--- config.mk ---
export PLATFORM = sky130hd
export DESIGN_NAME = iod_decoder
export DESIGN_NICKNAME = d
export VERILOG_FILES = /design/src/iod_pkg.sv /design/src/iod_field_if.sv /design/src/iod_fields.sv /design/src/iod_decoder.sv
export SDC_FILE = /design/constraint.sdc
export NUM_CORES = 1
export LEC_CHECK = 0
export ABC_AREA = 1
export BUFFER_PORTS_ARGS = -buffer_cell sky130_fd_sc_hd__buf_4
export CORE_MARGIN = 2
export CORE_UTILIZATION = 55
export CTS_CLUSTER_SIZE = 16
export DETAILED_ROUTE_END_ITERATION = 8
export GPL_TIMING_DRIVEN = 0
export PLACE_DENSITY = 0.87
export SLEW_MARGIN = 5
export SYNTH_ARGS = -nofsm -noshare
export SYNTH_HDL_FRONTEND = slang
export SYNTH_SLANG_ARGS = --single-unit
--- constraint.sdc ---
create_clock -name clk_sys -period 4.8 [get_ports clk_sys]
set_input_delay 0.48 -clock clk_sys [delete_from_list [all_inputs] [get_ports clk_sys]]
set_output_delay 0.48 -clock clk_sys [all_outputs]
set_load 0.005 [all_outputs]
--- src/iod_pkg.sv ---
// constants, types and word classifier for the operand field decoder
// assumes 16-bit instruction words, a 4K data space and a 32-bit apb slave
//
// How it works
// - a=0 maps file address into access ram ignoring bank; a=1 uses bank selector
// - bit operations carry a 3-bit index picking bit 0 to 7 of the register
// - d=0 sends result to working accumulator, d=1 back to file register
// - single-word file field is an 8-bit address or a 2-bit pointer designator
// - two-word move takes a full 12-bit source address, bank selector unused
// - two-word move takes a full 12-bit destination address from word two
// - s=1 saves or restores shadow registers on call or return; s=0 leaves them
// - table mode picks none, post-inc, post-dec or pre-inc, table ops only
// - table pointer is 21 bits into program memory; one byte via table latch
// - literals are 8, 12 or 20 bits wide depending on the instruction
// - relative branches use a two's complement offset; call and goto direct
// - don't-care bits never change the decode; zero is the preferred form
// - five alu flags kept: carry, nibble carry, zero, signed wrap, negative
// - indexed form adds 7-bit source and destination offsets to a pointer
// - a second word, top four bits ones, executed alone acts as no-operation
// - one instruction cycle is four clock phases; branches other than conditional ones add a cycle
package iod_pkg;
   localparam int unsigned IOD_ADDR_W = 12;
   localparam int unsigned IOD_TP_W = 21;
   localparam int unsigned IOD_NUM_PTR = 3;
   localparam logic [7:0] IOD_ACCESS_SPLIT = 8'h60;
   localparam logic [3:0] IOD_LOW_BANK = 4'h0;
   localparam logic [3:0] IOD_HIGH_BANK = 4'hF;
   localparam logic [1:0] IOD_Q_LAST = 2'h3;
   localparam logic [1:0] IOD_CYC_ONE = 2'h1;
   localparam logic [1:0] IOD_CYC_TWO = 2'h2;
   localparam logic [1:0] IOD_TM_NONE = 2'h0;
   localparam logic [1:0] IOD_TM_POSTINC = 2'h1;
   localparam logic [1:0] IOD_TM_POSTDEC = 2'h2;
   localparam logic [1:0] IOD_TM_PREINC = 2'h3;
   localparam logic [7:0] IOD_OFF_CTRL = 8'h00;
   localparam logic [7:0] IOD_OFF_FLAGS = 8'h04;
   localparam logic [7:0] IOD_OFF_TABLE_POINTER = 8'h08;
   localparam logic [7:0] IOD_OFF_TBLLAT = 8'h0C;
   localparam logic [7:0] IOD_OFF_IPTR0 = 8'h10;
   localparam logic [7:0] IOD_OFF_STATE = 8'h1C;
   localparam logic [3:0] IOD_RST_BANK = 4'h0;
   localparam logic [4:0] IOD_RST_FLAGS = 5'h00;
   localparam logic [20:0] IOD_RST_TP = 21'h000000;
   localparam logic [7:0] IOD_RST_TLAT = 8'h00;
   localparam logic [11:0] IOD_RST_PTR = 12'h000;
   // flag bit positions
   localparam int unsigned IOD_FL_CARRY = 0;
   localparam int unsigned IOD_FL_NIBBLE = 1;
   localparam int unsigned IOD_FL_ZERO = 2;
   localparam int unsigned IOD_FL_WRAP = 3;
   localparam int unsigned IOD_FL_NEG = 4;

   typedef enum logic [3:0] {
      CL_NOP, CL_BYTE, CL_BIT, CL_LIT, CL_LFSR, CL_MOVFF, CL_IDX, CL_BRA,
      CL_BCC, CL_CALL, CL_GOTO, CL_RET, CL_TBLRD, CL_TBLWT, CL_SECOND
   } iod_class_type;

   // wildcards keep don't-care bits out of the decision
   function automatic iod_class_type iod_classify(input logic [15:0] w);
      casez (w)
         16'b0000_0000_0000_10??: return CL_TBLRD;
         16'b0000_0000_0000_11??: return CL_TBLWT;
         16'b0000_0000_0001_001?: return CL_RET;
         16'b0000_0000_????_????: return CL_NOP;
         16'b0000_1???_????_????: return CL_LIT;
         16'b0???_????_????_????: return (w[15:12] == 4'h7) ? CL_BIT : CL_BYTE;
         16'b10??_????_????_????: return CL_BIT;
         16'b1011_????_????_????: return CL_BIT;
         16'b1100_????_????_????: return CL_MOVFF;
         16'b1101_????_????_????: return CL_BRA;
         16'b1110_0???_????_????: return CL_BCC;
         16'b1110_110?_????_????: return CL_CALL;
         16'b1110_1110_????_????: return CL_LFSR;
         16'b1110_1011_????_????: return CL_IDX;
         16'b1110_1111_????_????: return CL_GOTO;
         16'b1111_????_????_????: return CL_SECOND;
         default: return CL_NOP;
      endcase
   endfunction

   function automatic logic iod_is_double(input iod_class_type c);
      return (c == CL_MOVFF) || (c == CL_IDX) || (c == CL_CALL) ||
             (c == CL_GOTO) || (c == CL_LFSR);
   endfunction
endpackage

--- src/iod_field_if.sv ---
// interface: words in, extracted operand fields out
// assumes the requester holds words stable while fields are read
`timescale 1ns/1ps
`default_nettype none
interface iod_field_if import iod_pkg::*; ();
   logic [15:0] first_word;
   logic [15:0] second_word;
   logic [3:0] bank;
   logic [11:0] index_base;
   iod_class_type cls;
   logic [11:0] src_addr;
   logic [11:0] dst_addr;
   logic to_file;
   logic [2:0] bit_idx;
   logic [19:0] literal;
   logic [1:0] ptr_sel;
   logic [20:0] target;
   logic rel;
   logic shadow;
   logic [1:0] tmode;
   logic [1:0] cycles;
   modport requester (output first_word, second_word, bank, index_base,
      input cls, src_addr, dst_addr, to_file, bit_idx, literal, ptr_sel,
      target, rel, shadow, tmode, cycles);
   modport decoder (input first_word, second_word, bank, index_base,
      output cls, src_addr, dst_addr, to_file, bit_idx, literal, ptr_sel,
      target, rel, shadow, tmode, cycles);
endinterface
`default_nettype wire

--- src/iod_fields.sv ---
// combinational operand field extraction from one or two words
// assumes second_word is only meaningful for double-word classes
`timescale 1ns/1ps
`default_nettype none
module iod_fields import iod_pkg::*; #(
   parameter logic [7:0] ACCESS_SPLIT = IOD_ACCESS_SPLIT
) (
   iod_field_if.decoder fld
);
   logic [15:0] w1;
   logic [15:0] w2;
   assign w1 = fld.first_word;
   assign w2 = fld.second_word;

   function automatic logic [11:0] map_file(input logic acc, input logic [3:0] bk,
                                            input logic [7:0] f);
      if (acc)
         return {bk, f};
      return (f < ACCESS_SPLIT) ? {IOD_LOW_BANK, f} : {IOD_HIGH_BANK, f};
   endfunction

   always_comb begin
      fld.cls = iod_classify(w1);
      fld.src_addr = 12'h000;
      fld.dst_addr = 12'h000;
      fld.to_file = 1'b0;
      fld.bit_idx = 3'h0;
      fld.literal = 20'h00000;
      fld.ptr_sel = 2'h0;
      fld.target = 21'h000000;
      fld.rel = 1'b0;
      fld.shadow = 1'b0;
      fld.tmode = IOD_TM_NONE;
      fld.cycles = iod_is_double(fld.cls) ? IOD_CYC_TWO : IOD_CYC_ONE;
      case (fld.cls)
         CL_BYTE: begin
            fld.src_addr = map_file(w1[8], fld.bank, w1[7:0]);
            fld.to_file = w1[9];
         end
         CL_BIT: begin
            fld.src_addr = map_file(w1[8], fld.bank, w1[7:0]);
            fld.bit_idx = w1[11:9];
            fld.to_file = 1'b1;
         end
         CL_LIT: fld.literal = {12'h000, w1[7:0]};
         CL_LFSR: begin
            fld.ptr_sel = w1[5:4];
            fld.literal = {8'h00, w1[3:0], w2[7:0]};
         end
         CL_MOVFF: begin
            fld.src_addr = w1[11:0];
            fld.dst_addr = w2[11:0];
         end
         CL_IDX: begin
            fld.src_addr = fld.index_base + {5'h00, w1[6:0]};
            fld.dst_addr = fld.index_base + {5'h00, w2[6:0]};
         end
         CL_BRA: begin
            fld.target = {{10{w1[10]}}, w1[10:0]};
            fld.rel = 1'b1;
            fld.cycles = IOD_CYC_TWO;
         end
         CL_BCC: begin
            fld.target = {{13{w1[7]}}, w1[7:0]};
            fld.rel = 1'b1;
         end
         CL_CALL, CL_GOTO: begin
            fld.literal = {w2[11:0], w1[7:0]};
            fld.target = {1'b0, w2[11:0], w1[7:0]};
            fld.shadow = (fld.cls == CL_CALL) && w1[8];
         end
         CL_RET: begin
            fld.shadow = w1[0];
            fld.cycles = IOD_CYC_TWO;
         end
         CL_TBLRD, CL_TBLWT: fld.tmode = w1[1:0];
         default: fld.cycles = IOD_CYC_ONE;
      endcase
   end
endmodule
`default_nettype wire

--- src/iod_decoder.sv ---
// operand field decoder top: fetch port, registered controls, apb registers
// assumes fetch stage and datapath share clk_sys; apb master on clk_sys too
`timescale 1ns/1ps
`default_nettype none
module iod_decoder import iod_pkg::*; #(
   parameter logic [7:0] ACCESS_SPLIT = IOD_ACCESS_SPLIT
) (
   input wire logic clk_sys,
   input wire logic rstn,
   input wire logic ce,
   input wire logic psel,
   input wire logic penable,
   input wire logic pwrite,
   input wire logic [7:0] paddr,
   input wire logic [31:0] pwdata,
   output logic [31:0] prdata,
   output logic pready,
   output logic pslverr,
   input wire logic [15:0] instr_word,
   input wire logic instr_valid,
   output logic fetch_ready,
   input wire logic [7:0] tbl_rdata,
   input wire logic [4:0] alu_flag_we,
   input wire logic [4:0] alu_flag_in,
   output logic [4:0] alu_flags,
   output logic dec_valid,
   output logic [15:0] dec_opcode,
   output logic [3:0] dec_class,
   output logic [11:0] dec_src_addr,
   output logic [11:0] dec_dst_addr,
   output logic dec_to_file,
   output logic [2:0] dec_bit_idx,
   output logic [19:0] dec_literal,
   output logic [20:0] dec_target,
   output logic dec_rel,
   output logic [1:0] dec_cycles,
   output logic dec_nop,
   output logic shadow_save,
   output logic shadow_restore,
   output logic tbl_rd,
   output logic tbl_wr,
   output logic [20:0] tbl_addr,
   output logic [7:0] tbl_wdata
);
   if (ACCESS_SPLIT == 8'h00) begin : g_bad_split
      $error("access split must leave at least one low ram address");
   end

   typedef enum {ST_FIRST, ST_SECOND} iod_state_type;

   iod_field_if fld ();
   iod_fields #(.ACCESS_SPLIT(ACCESS_SPLIT)) u_fields (.fld(fld));

   iod_state_type st;
   iod_state_type next_st;
   logic [1:0] q;
   logic [1:0] next_q;
   logic [15:0] held;
   logic [15:0] next_held;
   logic [3:0] bank;
   logic [3:0] next_bank;
   logic [4:0] next_alu_flags;
   logic [20:0] tptr;
   logic [20:0] next_tptr;
   logic [7:0] tlat;
   logic [7:0] next_tlat;
   logic [11:0] iptr [IOD_NUM_PTR];
   logic [11:0] next_iptr [IOD_NUM_PTR];
   logic tbl_pend;
   logic next_tbl_pend;
   logic issue;
   logic bus_wr;
   logic [31:0] rd_mux;
   logic next_fetch_ready;
   logic next_dec_valid;
   logic [15:0] next_dec_opcode;
   logic [3:0] next_dec_class;
   logic [11:0] next_dec_src_addr;
   logic [11:0] next_dec_dst_addr;
   logic next_dec_to_file;
   logic [2:0] next_dec_bit_idx;
   logic [19:0] next_dec_literal;
   logic [20:0] next_dec_target;
   logic next_dec_rel;
   logic [1:0] next_dec_cycles;
   logic next_dec_nop;
   logic next_shadow_save;
   logic next_shadow_restore;
   logic next_tbl_rd;
   logic next_tbl_wr;
   logic [20:0] next_tbl_addr;
   logic [7:0] next_tbl_wdata;
   logic [31:0] next_prdata;
   logic next_pready;
   logic next_pslverr;

   function automatic logic reg_hit(input logic [7:0] a);
      return (a[1:0] == 2'h0) && (a <= IOD_OFF_STATE);
   endfunction

   // word pair into the extractor; first word is held while waiting for word two
   assign fld.first_word = (st == ST_SECOND) ? held : instr_word;
   assign fld.second_word = instr_word;
   assign fld.bank = bank;
   assign fld.index_base = iptr[IOD_NUM_PTR-1];

   // apb: one wait state, write lands on the edge that samples pready high
   assign bus_wr = psel && penable && pready && pwrite && reg_hit(paddr);

   always_comb begin
      rd_mux = 32'h00000000;
      case (paddr)
         IOD_OFF_CTRL: rd_mux = {28'h0000000, bank};
         IOD_OFF_FLAGS: rd_mux = {27'h0000000, alu_flags};
         IOD_OFF_TABLE_POINTER: rd_mux = {11'h000, tptr};
         IOD_OFF_TBLLAT: rd_mux = {24'h000000, tlat};
         IOD_OFF_STATE: rd_mux = {held, 11'h000, st == ST_SECOND, dec_class};
         default: begin
            for (int i = 0; i < IOD_NUM_PTR; i++) begin
               if (paddr == IOD_OFF_IPTR0 + 8'(4 * i))
                  rd_mux = {20'h00000, iptr[i]};
            end
         end
      endcase
   end

   always_comb begin
      next_pready = psel && penable && !pready;
      next_pslverr = next_pready && !reg_hit(paddr);
      next_prdata = prdata;
      if (next_pready)
         next_prdata = (pwrite || !reg_hit(paddr)) ? 32'h00000000 : rd_mux;
   end

   always_ff @(posedge clk_sys) begin
      if (!rstn) begin
         prdata <= 32'h00000000;
         pready <= 1'b0;
         pslverr <= 1'b0;
      end else if (ce) begin
         prdata <= next_prdata;
         pready <= next_pready;
         pslverr <= next_pslverr;
      end
   end

   // core: phase counter, two-word capture, register file, decoded controls
   always_comb begin
      next_q = q + 2'h1;
      next_fetch_ready = (next_q == IOD_Q_LAST);
      next_st = st;
      next_held = held;
      next_bank = bank;
      next_alu_flags = alu_flags;
      next_tptr = tptr;
      next_tlat = tlat;
      next_iptr = iptr;
      next_tbl_pend = 1'b0;
      issue = 1'b0;
      next_dec_valid = 1'b0;
      next_dec_opcode = dec_opcode;
      next_dec_class = dec_class;
      next_dec_src_addr = dec_src_addr;
      next_dec_dst_addr = dec_dst_addr;
      next_dec_to_file = dec_to_file;
      next_dec_bit_idx = dec_bit_idx;
      next_dec_literal = dec_literal;
      next_dec_target = dec_target;
      next_dec_rel = dec_rel;
      next_dec_cycles = dec_cycles;
      next_dec_nop = dec_nop;
      next_shadow_save = 1'b0;
      next_shadow_restore = 1'b0;
      next_tbl_rd = 1'b0;
      next_tbl_wr = 1'b0;
      next_tbl_addr = tbl_addr;
      next_tbl_wdata = tbl_wdata;
      if (instr_valid && fetch_ready) begin
         if (st == ST_SECOND) begin
            next_st = ST_FIRST;
            issue = 1'b1;
         end else if (iod_is_double(fld.cls)) begin
            next_held = instr_word;
            next_st = ST_SECOND;
         end else begin
            issue = 1'b1;
         end
      end
      if (bus_wr) begin
         case (paddr)
            IOD_OFF_CTRL: next_bank = pwdata[3:0];
            IOD_OFF_FLAGS: next_alu_flags = pwdata[4:0];
            IOD_OFF_TABLE_POINTER: next_tptr = pwdata[20:0];
            IOD_OFF_TBLLAT: next_tlat = pwdata[7:0];
            default: begin
               for (int i = 0; i < IOD_NUM_PTR; i++) begin
                  if (paddr == IOD_OFF_IPTR0 + 8'(4 * i))
                     next_iptr[i] = pwdata[11:0];
               end
            end
         endcase
      end
      // datapath flag updates override a bus write in the same cycle
      for (int i = 0; i < 5; i++) begin
         if (alu_flag_we[i])
            next_alu_flags[i] = alu_flag_in[i];
      end
      // program memory answers within the strobe cycle
      if (tbl_pend)
         next_tlat = tbl_rdata;
      if (issue) begin
         next_dec_valid = 1'b1;
         next_dec_opcode = fld.first_word;
         next_dec_class = fld.cls;
         next_dec_src_addr = fld.src_addr;
         next_dec_dst_addr = fld.dst_addr;
         next_dec_to_file = fld.to_file;
         next_dec_bit_idx = fld.bit_idx;
         next_dec_literal = fld.literal;
         next_dec_target = fld.target;
         next_dec_rel = fld.rel;
         next_dec_cycles = fld.cycles;
         next_dec_nop = (fld.cls == CL_NOP) || (fld.cls == CL_SECOND);
         case (fld.cls)
            CL_TBLRD, CL_TBLWT: begin
               // pointer moves only for table ops, other classes leave it alone
               next_tbl_addr = (fld.tmode == IOD_TM_PREINC) ? tptr + 21'h000001 : tptr;
               case (fld.tmode)
                  IOD_TM_POSTINC, IOD_TM_PREINC: next_tptr = tptr + 21'h000001;
                  IOD_TM_POSTDEC: next_tptr = tptr - 21'h000001;
                  default: next_tptr = tptr;
               endcase
               next_tbl_rd = (fld.cls == CL_TBLRD);
               next_tbl_wr = (fld.cls == CL_TBLWT);
               next_tbl_pend = (fld.cls == CL_TBLRD);
               next_tbl_wdata = tlat;
            end
            CL_LFSR: begin
               // designator 3 has no pointer behind it and is dropped
               for (int i = 0; i < IOD_NUM_PTR; i++) begin
                  if (fld.ptr_sel == 2'(i))
                     next_iptr[i] = fld.literal[11:0];
               end
            end
            CL_CALL: next_shadow_save = fld.shadow;
            CL_RET: next_shadow_restore = fld.shadow;
            default: next_dec_nop = next_dec_nop;
         endcase
      end
   end

   always_ff @(posedge clk_sys) begin
      if (!rstn) begin
         st <= ST_FIRST;
         q <= 2'h0;
         held <= 16'h0000;
         bank <= IOD_RST_BANK;
         alu_flags <= IOD_RST_FLAGS;
         tptr <= IOD_RST_TP;
         tlat <= IOD_RST_TLAT;
         for (int i = 0; i < IOD_NUM_PTR; i++)
            iptr[i] <= IOD_RST_PTR;
         tbl_pend <= 1'b0;
         fetch_ready <= 1'b0;
         dec_valid <= 1'b0;
         dec_opcode <= 16'h0000;
         dec_class <= 4'h0;
         dec_src_addr <= 12'h000;
         dec_dst_addr <= 12'h000;
         dec_to_file <= 1'b0;
         dec_bit_idx <= 3'h0;
         dec_literal <= 20'h00000;
         dec_target <= 21'h000000;
         dec_rel <= 1'b0;
         dec_cycles <= IOD_CYC_ONE;
         dec_nop <= 1'b0;
         shadow_save <= 1'b0;
         shadow_restore <= 1'b0;
         tbl_rd <= 1'b0;
         tbl_wr <= 1'b0;
         tbl_addr <= IOD_RST_TP;
         tbl_wdata <= IOD_RST_TLAT;
      end else if (ce) begin
         st <= next_st;
         q <= next_q;
         held <= next_held;
         bank <= next_bank;
         alu_flags <= next_alu_flags;
         tptr <= next_tptr;
         tlat <= next_tlat;
         iptr <= next_iptr;
         tbl_pend <= next_tbl_pend;
         fetch_ready <= next_fetch_ready;
         dec_valid <= next_dec_valid;
         dec_opcode <= next_dec_opcode;
         dec_class <= next_dec_class;
         dec_src_addr <= next_dec_src_addr;
         dec_dst_addr <= next_dec_dst_addr;
         dec_to_file <= next_dec_to_file;
         dec_bit_idx <= next_dec_bit_idx;
         dec_literal <= next_dec_literal;
         dec_target <= next_dec_target;
         dec_rel <= next_dec_rel;
         dec_cycles <= next_dec_cycles;
         dec_nop <= next_dec_nop;
         shadow_save <= next_shadow_save;
         shadow_restore <= next_shadow_restore;
         tbl_rd <= next_tbl_rd;
         tbl_wr <= next_tbl_wr;
         tbl_addr <= next_tbl_addr;
         tbl_wdata <= next_tbl_wdata;
      end
   end
endmodule
`default_nettype wire

# == Yosys cells after proc, flatten, opt, wreduce, memory -nomap -nowiden ==
# Index checks and enable logic that the tools add are counted.
# Widths: inputs -> output; s select.
# classes
addsub,5
muxes,69
eq_ne,43
n_lt_le_gt_ge,2
bitwise,2
n_reduce_logical,55
# ops
cell,n
$mux 32,5
$pmux 32 s5,1
$mux 36,4
$mux 12,11
$mux 21,5
$pmux 21 s3,1
$pmux 20 s3,1
$pmux 12 s4,1
$pmux 21 s2,1
$eq 4x4->1 const B,10
$pmux 4 s10,1
$eq 32x2->1 const B,1
$eq 8x5->1 const B,4
$eq 14x2->1 const B,2
$reduce_and 3->1,9
$reduce_bool 2->1,13
$add 12x7->12,2
$eq 8x8->1 const B,3
$mux 8,3
$pmux 12 s2,1
$add 21x1->21 const B,1
$mux 1,21
$sub 21x1->21 const B,1
$eq 4x3->1 const B,5
other kinds (34),69
# word_totals
wordCells,212
out_inout_bits,167
regBits,286
in_bits,81

# == Longest topological paths before layout ==
# logic_depth
depth_word,17
depth_mapped,23
mapped_depth_nobuf,20

# == Modules after synthesis ==
# A second synthesis with hierarchy kept.
# unflattened
hier_cells,2386
area_unflattened_um2,15295.9
# modules_own_cells
mod,area_each_um2,cells_each,seq_area_each_um2,instances
iod_decoder,13067.5,1962,5104.9,1
iod_fields,2228.4,424,0.0,1

# == Worst setup path before layout ==
# Ideal clock, no wire load.
# synth_timing
path_type,register to register
startpoint,register st[0]
endpoint,register dec_src_addr[10]
slack_ns,1.847
arrival_ns,2.844
path_stages_with_launch,22
t_required_ns,4.691
synth_period_minus_slack_ns,2.953
setup_time_ns,0.109
n_path_buf,4
path_cell_list,dfxtp_1 buf_6 buf_8 buf_12 nand2_1 o21ai_2 inv_1 clkbuf_1 ha_1 inv_1 fa_1 inv_1 nand3_1 nand2_1 nand4_1 o211ai_1 nand3_1 nand3_1 o21ai_0 nand3b_1 nand2_1 inv_1
# synth_between
elab_cells_between_ends,46
classes_between,1 x add/sub; 1 x order compare; 22 x eq/ne; 15 x mux; 1 x bitwise; 6 x reduce/logical
# synth_rtl
item,line_no,source
from (decl),iod_decoder.sv:54,iod_state_type st;
from (signal assigned),iod_decoder.sv:284,st <= next_st;
$eq 32x2->1 *,iod_decoder.sv:102,assign fld.first_word = (st == ST_SECOND) ? held : instr_word;
$mux 16 *,iod_decoder.sv:102,
named net fld.first_word[0],iod_field_if.sv:6,logic [15:0] first_word;
$lt 8x7->1,iod_fields.sv:19,"return (f < ACCESS_SPLIT) ? {IOD_LOW_BANK, f} : {IOD_HIGH_BANK, f};"
$mux 12 (2 in a row),iod_fields.sv:19,
$pmux 12 s4 *,iod_fields.sv:35,case (fld.cls)
to (signal assigned),iod_decoder.sv:297,dec_src_addr <= next_dec_src_addr;
to (decl),iod_decoder.sv:29,"output logic [11:0] dec_src_addr,"
# The timed path passes the listed nets; every way through them passes the cells marked *. The select of a mux whose other input is x is not followed.
# A chain may end at the register's enable or synchronous reset.

# == Final worst setup path ==
# Same ends and word-level chain as after synthesis.

==> impl_metrics.xml <==
<?xml version="1.0" encoding="UTF-8"?>
<metrics>
  <group name="outcome">
    <metric name="run_status" unit="">complete, no violations</metric>
  </group>
  <group name="logic_synthesis">
    <metric name="synth_top_cell_area_share" unit="%">34.0</metric>
    <metric name="syn_area_per_cell" unit="um^2">6.54</metric>
    <metric name="yosys_most_used_dff" unit="">sky130_fd_sc_hd__dfxtp_1</metric>
    <metric name="synth_nets" unit="">2398</metric>
    <metric name="synth.area.top_cells" unit="">sky130_fd_sc_hd__dfxtp_1 (34%), sky130_fd_sc_hd__nand2_1 (18%), sky130_fd_sc_hd__a21oi_1 (7.7%)</metric>
    <metric name="synth_top_area_cell" unit="">sky130_fd_sc_hd__dfxtp_1</metric>
    <metric name="yosysSeqAreaShare" unit="%">34.0</metric>
    <metric name="synth-warning-count" unit="">0</metric>
    <metric name="netlist_area" unit="um^2">15000</metric>
    <metric name="number_of_enable_flip_flop_cells_after_synthesis" unit="">0</metric>
    <metric name="synth_cell_types" unit="">60</metric>
    <metric name="postSynthRegisterBits" unit="">255</metric>
    <metric name="mapped_cells" unit="">2298</metric>
    <metric name="synth_async_sr_flop_share" unit="%">0</metric>
  </group>
  <group name="layout">
    <metric name="post_route_cells_drive_above_1_share" unit="%">17.1</metric>
    <metric name="nFillCells" unit="">2301</metric>
    <metric name="finish.utilization" unit="%">67.9</metric>
    <metric name="finish.net_count" unit="">2663</metric>
    <metric name="finish.cell_count_without_fillers" unit="">2927</metric>
    <metric name="mostFrequentLayoutCell" unit="">sky130_fd_sc_hd__nand2_1</metric>
    <metric name="area.growth.synth_to_final" unit="%">21.5</metric>
    <metric name="top_library_cells_by_usage_in_the_layout_fill_and_taps_aside" unit="">sky130_fd_sc_hd__nand2_1 (712), sky130_fd_sc_hd__dfxtp_1 (255), sky130_fd_sc_hd__buf_4 (244)</metric>
  </group>
  <group name="clocking">
    <metric name="cts_post_setup_buffers_inserted" unit="">0</metric>
    <metric name="cts.sinks" unit="">255</metric>
    <metric name="clockRootBuffer" unit="">sky130_fd_sc_hd__clkbuf_16</metric>
    <metric name="cts_hold_buffers" unit="">0</metric>
    <metric name="insertion_delay" unit="ns">0.58</metric>
    <metric name="tritoncts" unit="">done</metric>
    <metric name="worst_setup_hold_path_clk_slew" unit="ns">0.07</metric>
    <metric name="h-tree-depth" unit="">1</metric>
    <metric name="tritoncts.num_buffers" unit="">28</metric>
    <metric name="cts-resized-gates" unit="">0</metric>
    <metric name="cts-root-to-sink-buffers" unit="">3</metric>
  </group>
  <group name="die">
    <metric name="core.rowCount" unit="">60</metric>
    <metric name="ios" unit="">248</metric>
    <metric name="die_h" unit="um">169</metric>
    <metric name="core_area" unit="um^2">26900</metric>
    <metric name="die_span_x" unit="um">169</metric>
    <metric name="initial_core_util" unit="%">55.9</metric>
    <metric name="floorplan.die_area" unit="um^2">28700</metric>
  </group>
  <group name="power">
    <metric name="powerDensity" unit="nW/um^2">290</metric>
    <metric name="total_power" unit="mW">5.29</metric>
    <metric name="irDropWorstVdd" unit="V">0.000324</metric>
    <metric name="cellLeakagePower" unit="nW">8.18</metric>
  </group>
  <group name="timing">
    <metric name="drv_slew" unit="">0</metric>
    <metric name="tns" unit="ns">0</metric>
    <metric name="timing_hold_violations_final" unit="">0</metric>
    <metric name="setup_repair_after_global_routing_missed_its_margin" unit="">false</metric>
    <metric name="tightestPinTransition" unit="ns">1.11</metric>
    <metric name="max_freq" unit="MHz">251</metric>
    <metric name="post_route_fraction_of_the_period_consumed_by_the_critical_path" unit="%">83.1</metric>
    <metric name="finalClockSkew" unit="ns">0.0238</metric>
    <metric name="worst_rel_slew_slack" unit="%">25.7</metric>
    <metric name="worst_hold_slack" unit="ns">0.257</metric>
    <metric name="period_needed" unit="ns">3.99</metric>
    <metric name="setup-violations-final" unit="">0</metric>
  </group>
  <group name="critical_path">
    <metric name="worst-endpoint-required" unit="ns">5.27</metric>
    <metric name="start_kind" unit="">register</metric>
    <metric name="worst-endpoint-arrival" unit="ns">4.46</metric>
    <metric name="setup.worst_path.class" unit="">register to register</metric>
    <metric name="crit_fanout" unit="">10</metric>
    <metric name="timing.critical_path.to_type" unit="">register</metric>
  </group>
  <group name="global_route">
    <metric name="pin_count_of_the_biggest_net_entering_global_routing" unit="">15</metric>
    <metric name="grt_pass1_vias" unit="">17000</metric>
    <metric name="number_of_antenna_violations_at_the_first_check_in_global_routing" unit="">2</metric>
    <metric name="globalRouteTotalUtil" unit="%">46.0</metric>
    <metric name="grt_remaining_overflow" unit="">0</metric>
    <metric name="grt_first_pass_wirelength" unit="um">101000</metric>
  </group>
  <group name="placement">
    <metric name="buffer_ports.inserted" unit="">235</metric>
    <metric name="placed_cells_incl_taps" unit="">2874</metric>
    <metric name="place_congestion" unit="">1.08</metric>
    <metric name="dp_hpwl" unit="um">51600</metric>
  </group>
  <group name="drt">
    <metric name="drtPass1Iterations" unit="">8</metric>
    <metric name="antenna_left" unit="">0</metric>
    <metric name="routed_length_per_instance" unit="um">23.2</metric>
    <metric name="drt_drc_violations_left" unit="">0</metric>
    <metric name="finalWirelength" unit="um">68000</metric>
    <metric name="vias_after_detailed_routing" unit="">18100</metric>
    <metric name="initialDrtViolationCount" unit="">2623</metric>
    <metric name="vias_per_cell" unit="">6.18</metric>
  </group>
  <group name="hold_path">
    <metric name="hold_class" unit="">primary input to register</metric>
  </group>
  <group name="run">
    <metric name="max_capacitance_violation_count" unit="">0</metric>
  </group>
</metrics>
## Yosys cell counts (3+ instances only)
cell type	n
sky130_fd_sc_hd__nor2_2	10
sky130_fd_sc_hd__nand2_4	11
sky130_fd_sc_hd__o31ai_1	4
sky130_fd_sc_hd__nor3_1	17
sky130_fd_sc_hd__o22ai_1	8
sky130_fd_sc_hd__o21a_1	3
sky130_fd_sc_hd__o211ai_1	15
sky130_fd_sc_hd__inv_2	10
sky130_fd_sc_hd__nand3_1	98
sky130_fd_sc_hd__clkinv_1	4
sky130_fd_sc_hd__clkbuf_1	70
sky130_fd_sc_hd__nand3b_1	3
sky130_fd_sc_hd__buf_4	9
sky130_fd_sc_hd__nand2_2	27
sky130_fd_sc_hd__dfxtp_1	255
sky130_fd_sc_hd__o21ai_4	3
sky130_fd_sc_hd__a21oi_1	231
sky130_fd_sc_hd__o2111ai_1	5
sky130_fd_sc_hd__a31oi_1	13
sky130_fd_sc_hd__o21bai_1	7
sky130_fd_sc_hd__o211ai_2	8
sky130_fd_sc_hd__nand3_2	11
sky130_fd_sc_hd__o21ai_0	140
sky130_fd_sc_hd__nor3_2	3
sky130_fd_sc_hd__nand4_1	32
sky130_fd_sc_hd__o21ai_1	61
sky130_fd_sc_hd__ha_1	17
sky130_fd_sc_hd__xnor2_1	3
sky130_fd_sc_hd__xor2_1	35
sky130_fd_sc_hd__a32o_1	3
sky130_fd_sc_hd__nand2_1	712
sky130_fd_sc_hd__nor2_1	188
sky130_fd_sc_hd__o221ai_1	5
sky130_fd_sc_hd__inv_1	171
sky130_fd_sc_hd__buf_1	3
sky130_fd_sc_hd__buf_2	26
sky130_fd_sc_hd__a32oi_1	4
sky130_fd_sc_hd__or2_2	3
sky130_fd_sc_hd__buf_6	15
sky130_fd_sc_hd__nor2_4	4
sky130_fd_sc_hd__mux2i_1	10
sky130_fd_sc_hd__a211oi_1	18
## metal layers
layer | vias to the layer above | global-route usage [%] | share of wire [%]
met5 | - | 0 | 0.037
met4 | 4 | 30.7 | 8.1
met3 | 361 | 11.3 | 12
met2 | 1312 | 72.3 | 44
met1 | 8312 | 55.9 | 36
li1 | 8087 | - | -
## state kept, by name, indices dropped and copies added (netlist names), 3 cells and up
name and cells:
bank 4, tptr 21, dec_opcode 16, prdata 32, fld.index_base 12, alu_flags 5, dec_bit_idx 3, tbl_wdata 8
dec_target 21, tlat 8, dec_literal 20, iptr 24, held 16, dec_class 4, dec_src_addr 12, tbl_addr 21
dec_dst_addr 12
## final timing paths
check                   from          endpoint  slack [ns]  depth (start not counted)
max reg2reg            st[0]  dec_src_addr[10]        0.81                         21
min reg2reg  dec_src_addr[2]   dec_src_addr[2]        0.46                          2
min           instr_word[13]          held[13]        0.26                          3
max                    st[0]  dec_src_addr[10]        0.81                         21
## report_power, final
part	switching, mW	internal (mW)	total, mW
logic	0.470	0.195	0.664
registers	0.0243	2.15	2.17
clock network	0.997	1.46	2.46
## kinds of logic after synthesis
kind of cell,Yosys count,synth area share [%]
compound gates,536,20.1
xor+xnor,38,2.21
fa+ha+maj,19,1.68
buf+inv,315,9.30
flops,255,34.0
mux,11,0.741
simple gates,1124,32.0
## worst max-delay path, cell delays in order (launching register included)
cell and delay [ns]:
sky130_fd_sc_hd__dfxtp_1 0.34, sky130_fd_sc_hd__buf_6 0.15, sky130_fd_sc_hd__buf_8 0.15, sky130_fd_sc_hd__buf_12 0.14
sky130_fd_sc_hd__nand2_1 0.08, sky130_fd_sc_hd__o21ai_2 0.17, sky130_fd_sc_hd__inv_1 0.26, sky130_fd_sc_hd__clkbuf_1 0.60
sky130_fd_sc_hd__ha_1 0.31, sky130_fd_sc_hd__inv_1 0.06, sky130_fd_sc_hd__fa_1 0.35, sky130_fd_sc_hd__inv_1 0.09
sky130_fd_sc_hd__nand3_1 0.10, sky130_fd_sc_hd__nand2_1 0.11, sky130_fd_sc_hd__nand4_1 0.08, sky130_fd_sc_hd__o211ai_1 0.17
sky130_fd_sc_hd__nand3_1 0.11, sky130_fd_sc_hd__nand3_1 0.15, sky130_fd_sc_hd__o21ai_0 0.09, sky130_fd_sc_hd__nand3b_1 0.20
sky130_fd_sc_hd__nand2_1 0.11, sky130_fd_sc_hd__inv_1 0.05
## metrics by stage
| step | area [um^2] | setup WS (ns) |
|---|---|---|
| after floorplan | 15000 | 1.85 |
| after global placement | 17200 | 1.05 |
| after detailed placement | 17200 | 1.01 |
| after CTS | 18200 | 0.983 |
| after global routing | 18200 | 0.750 |
| final | 18300 | 0.811 |
## cell type report
cell class	instances	area [um^2]	share of cell area, %
repair buffers	235	1760	9.66
plain buffers	126	681	3.73
flip-flops and latches	255	5100	28.0
well taps	341	427	2.34
multi-input cells	1728	8530	46.7
diodes	2	5.00	0.0274
inverters	189	717	3.93
clock buffers	30	708	3.88
clock inverters	21	320	1.75
Power figures use the tool's default switching activity.
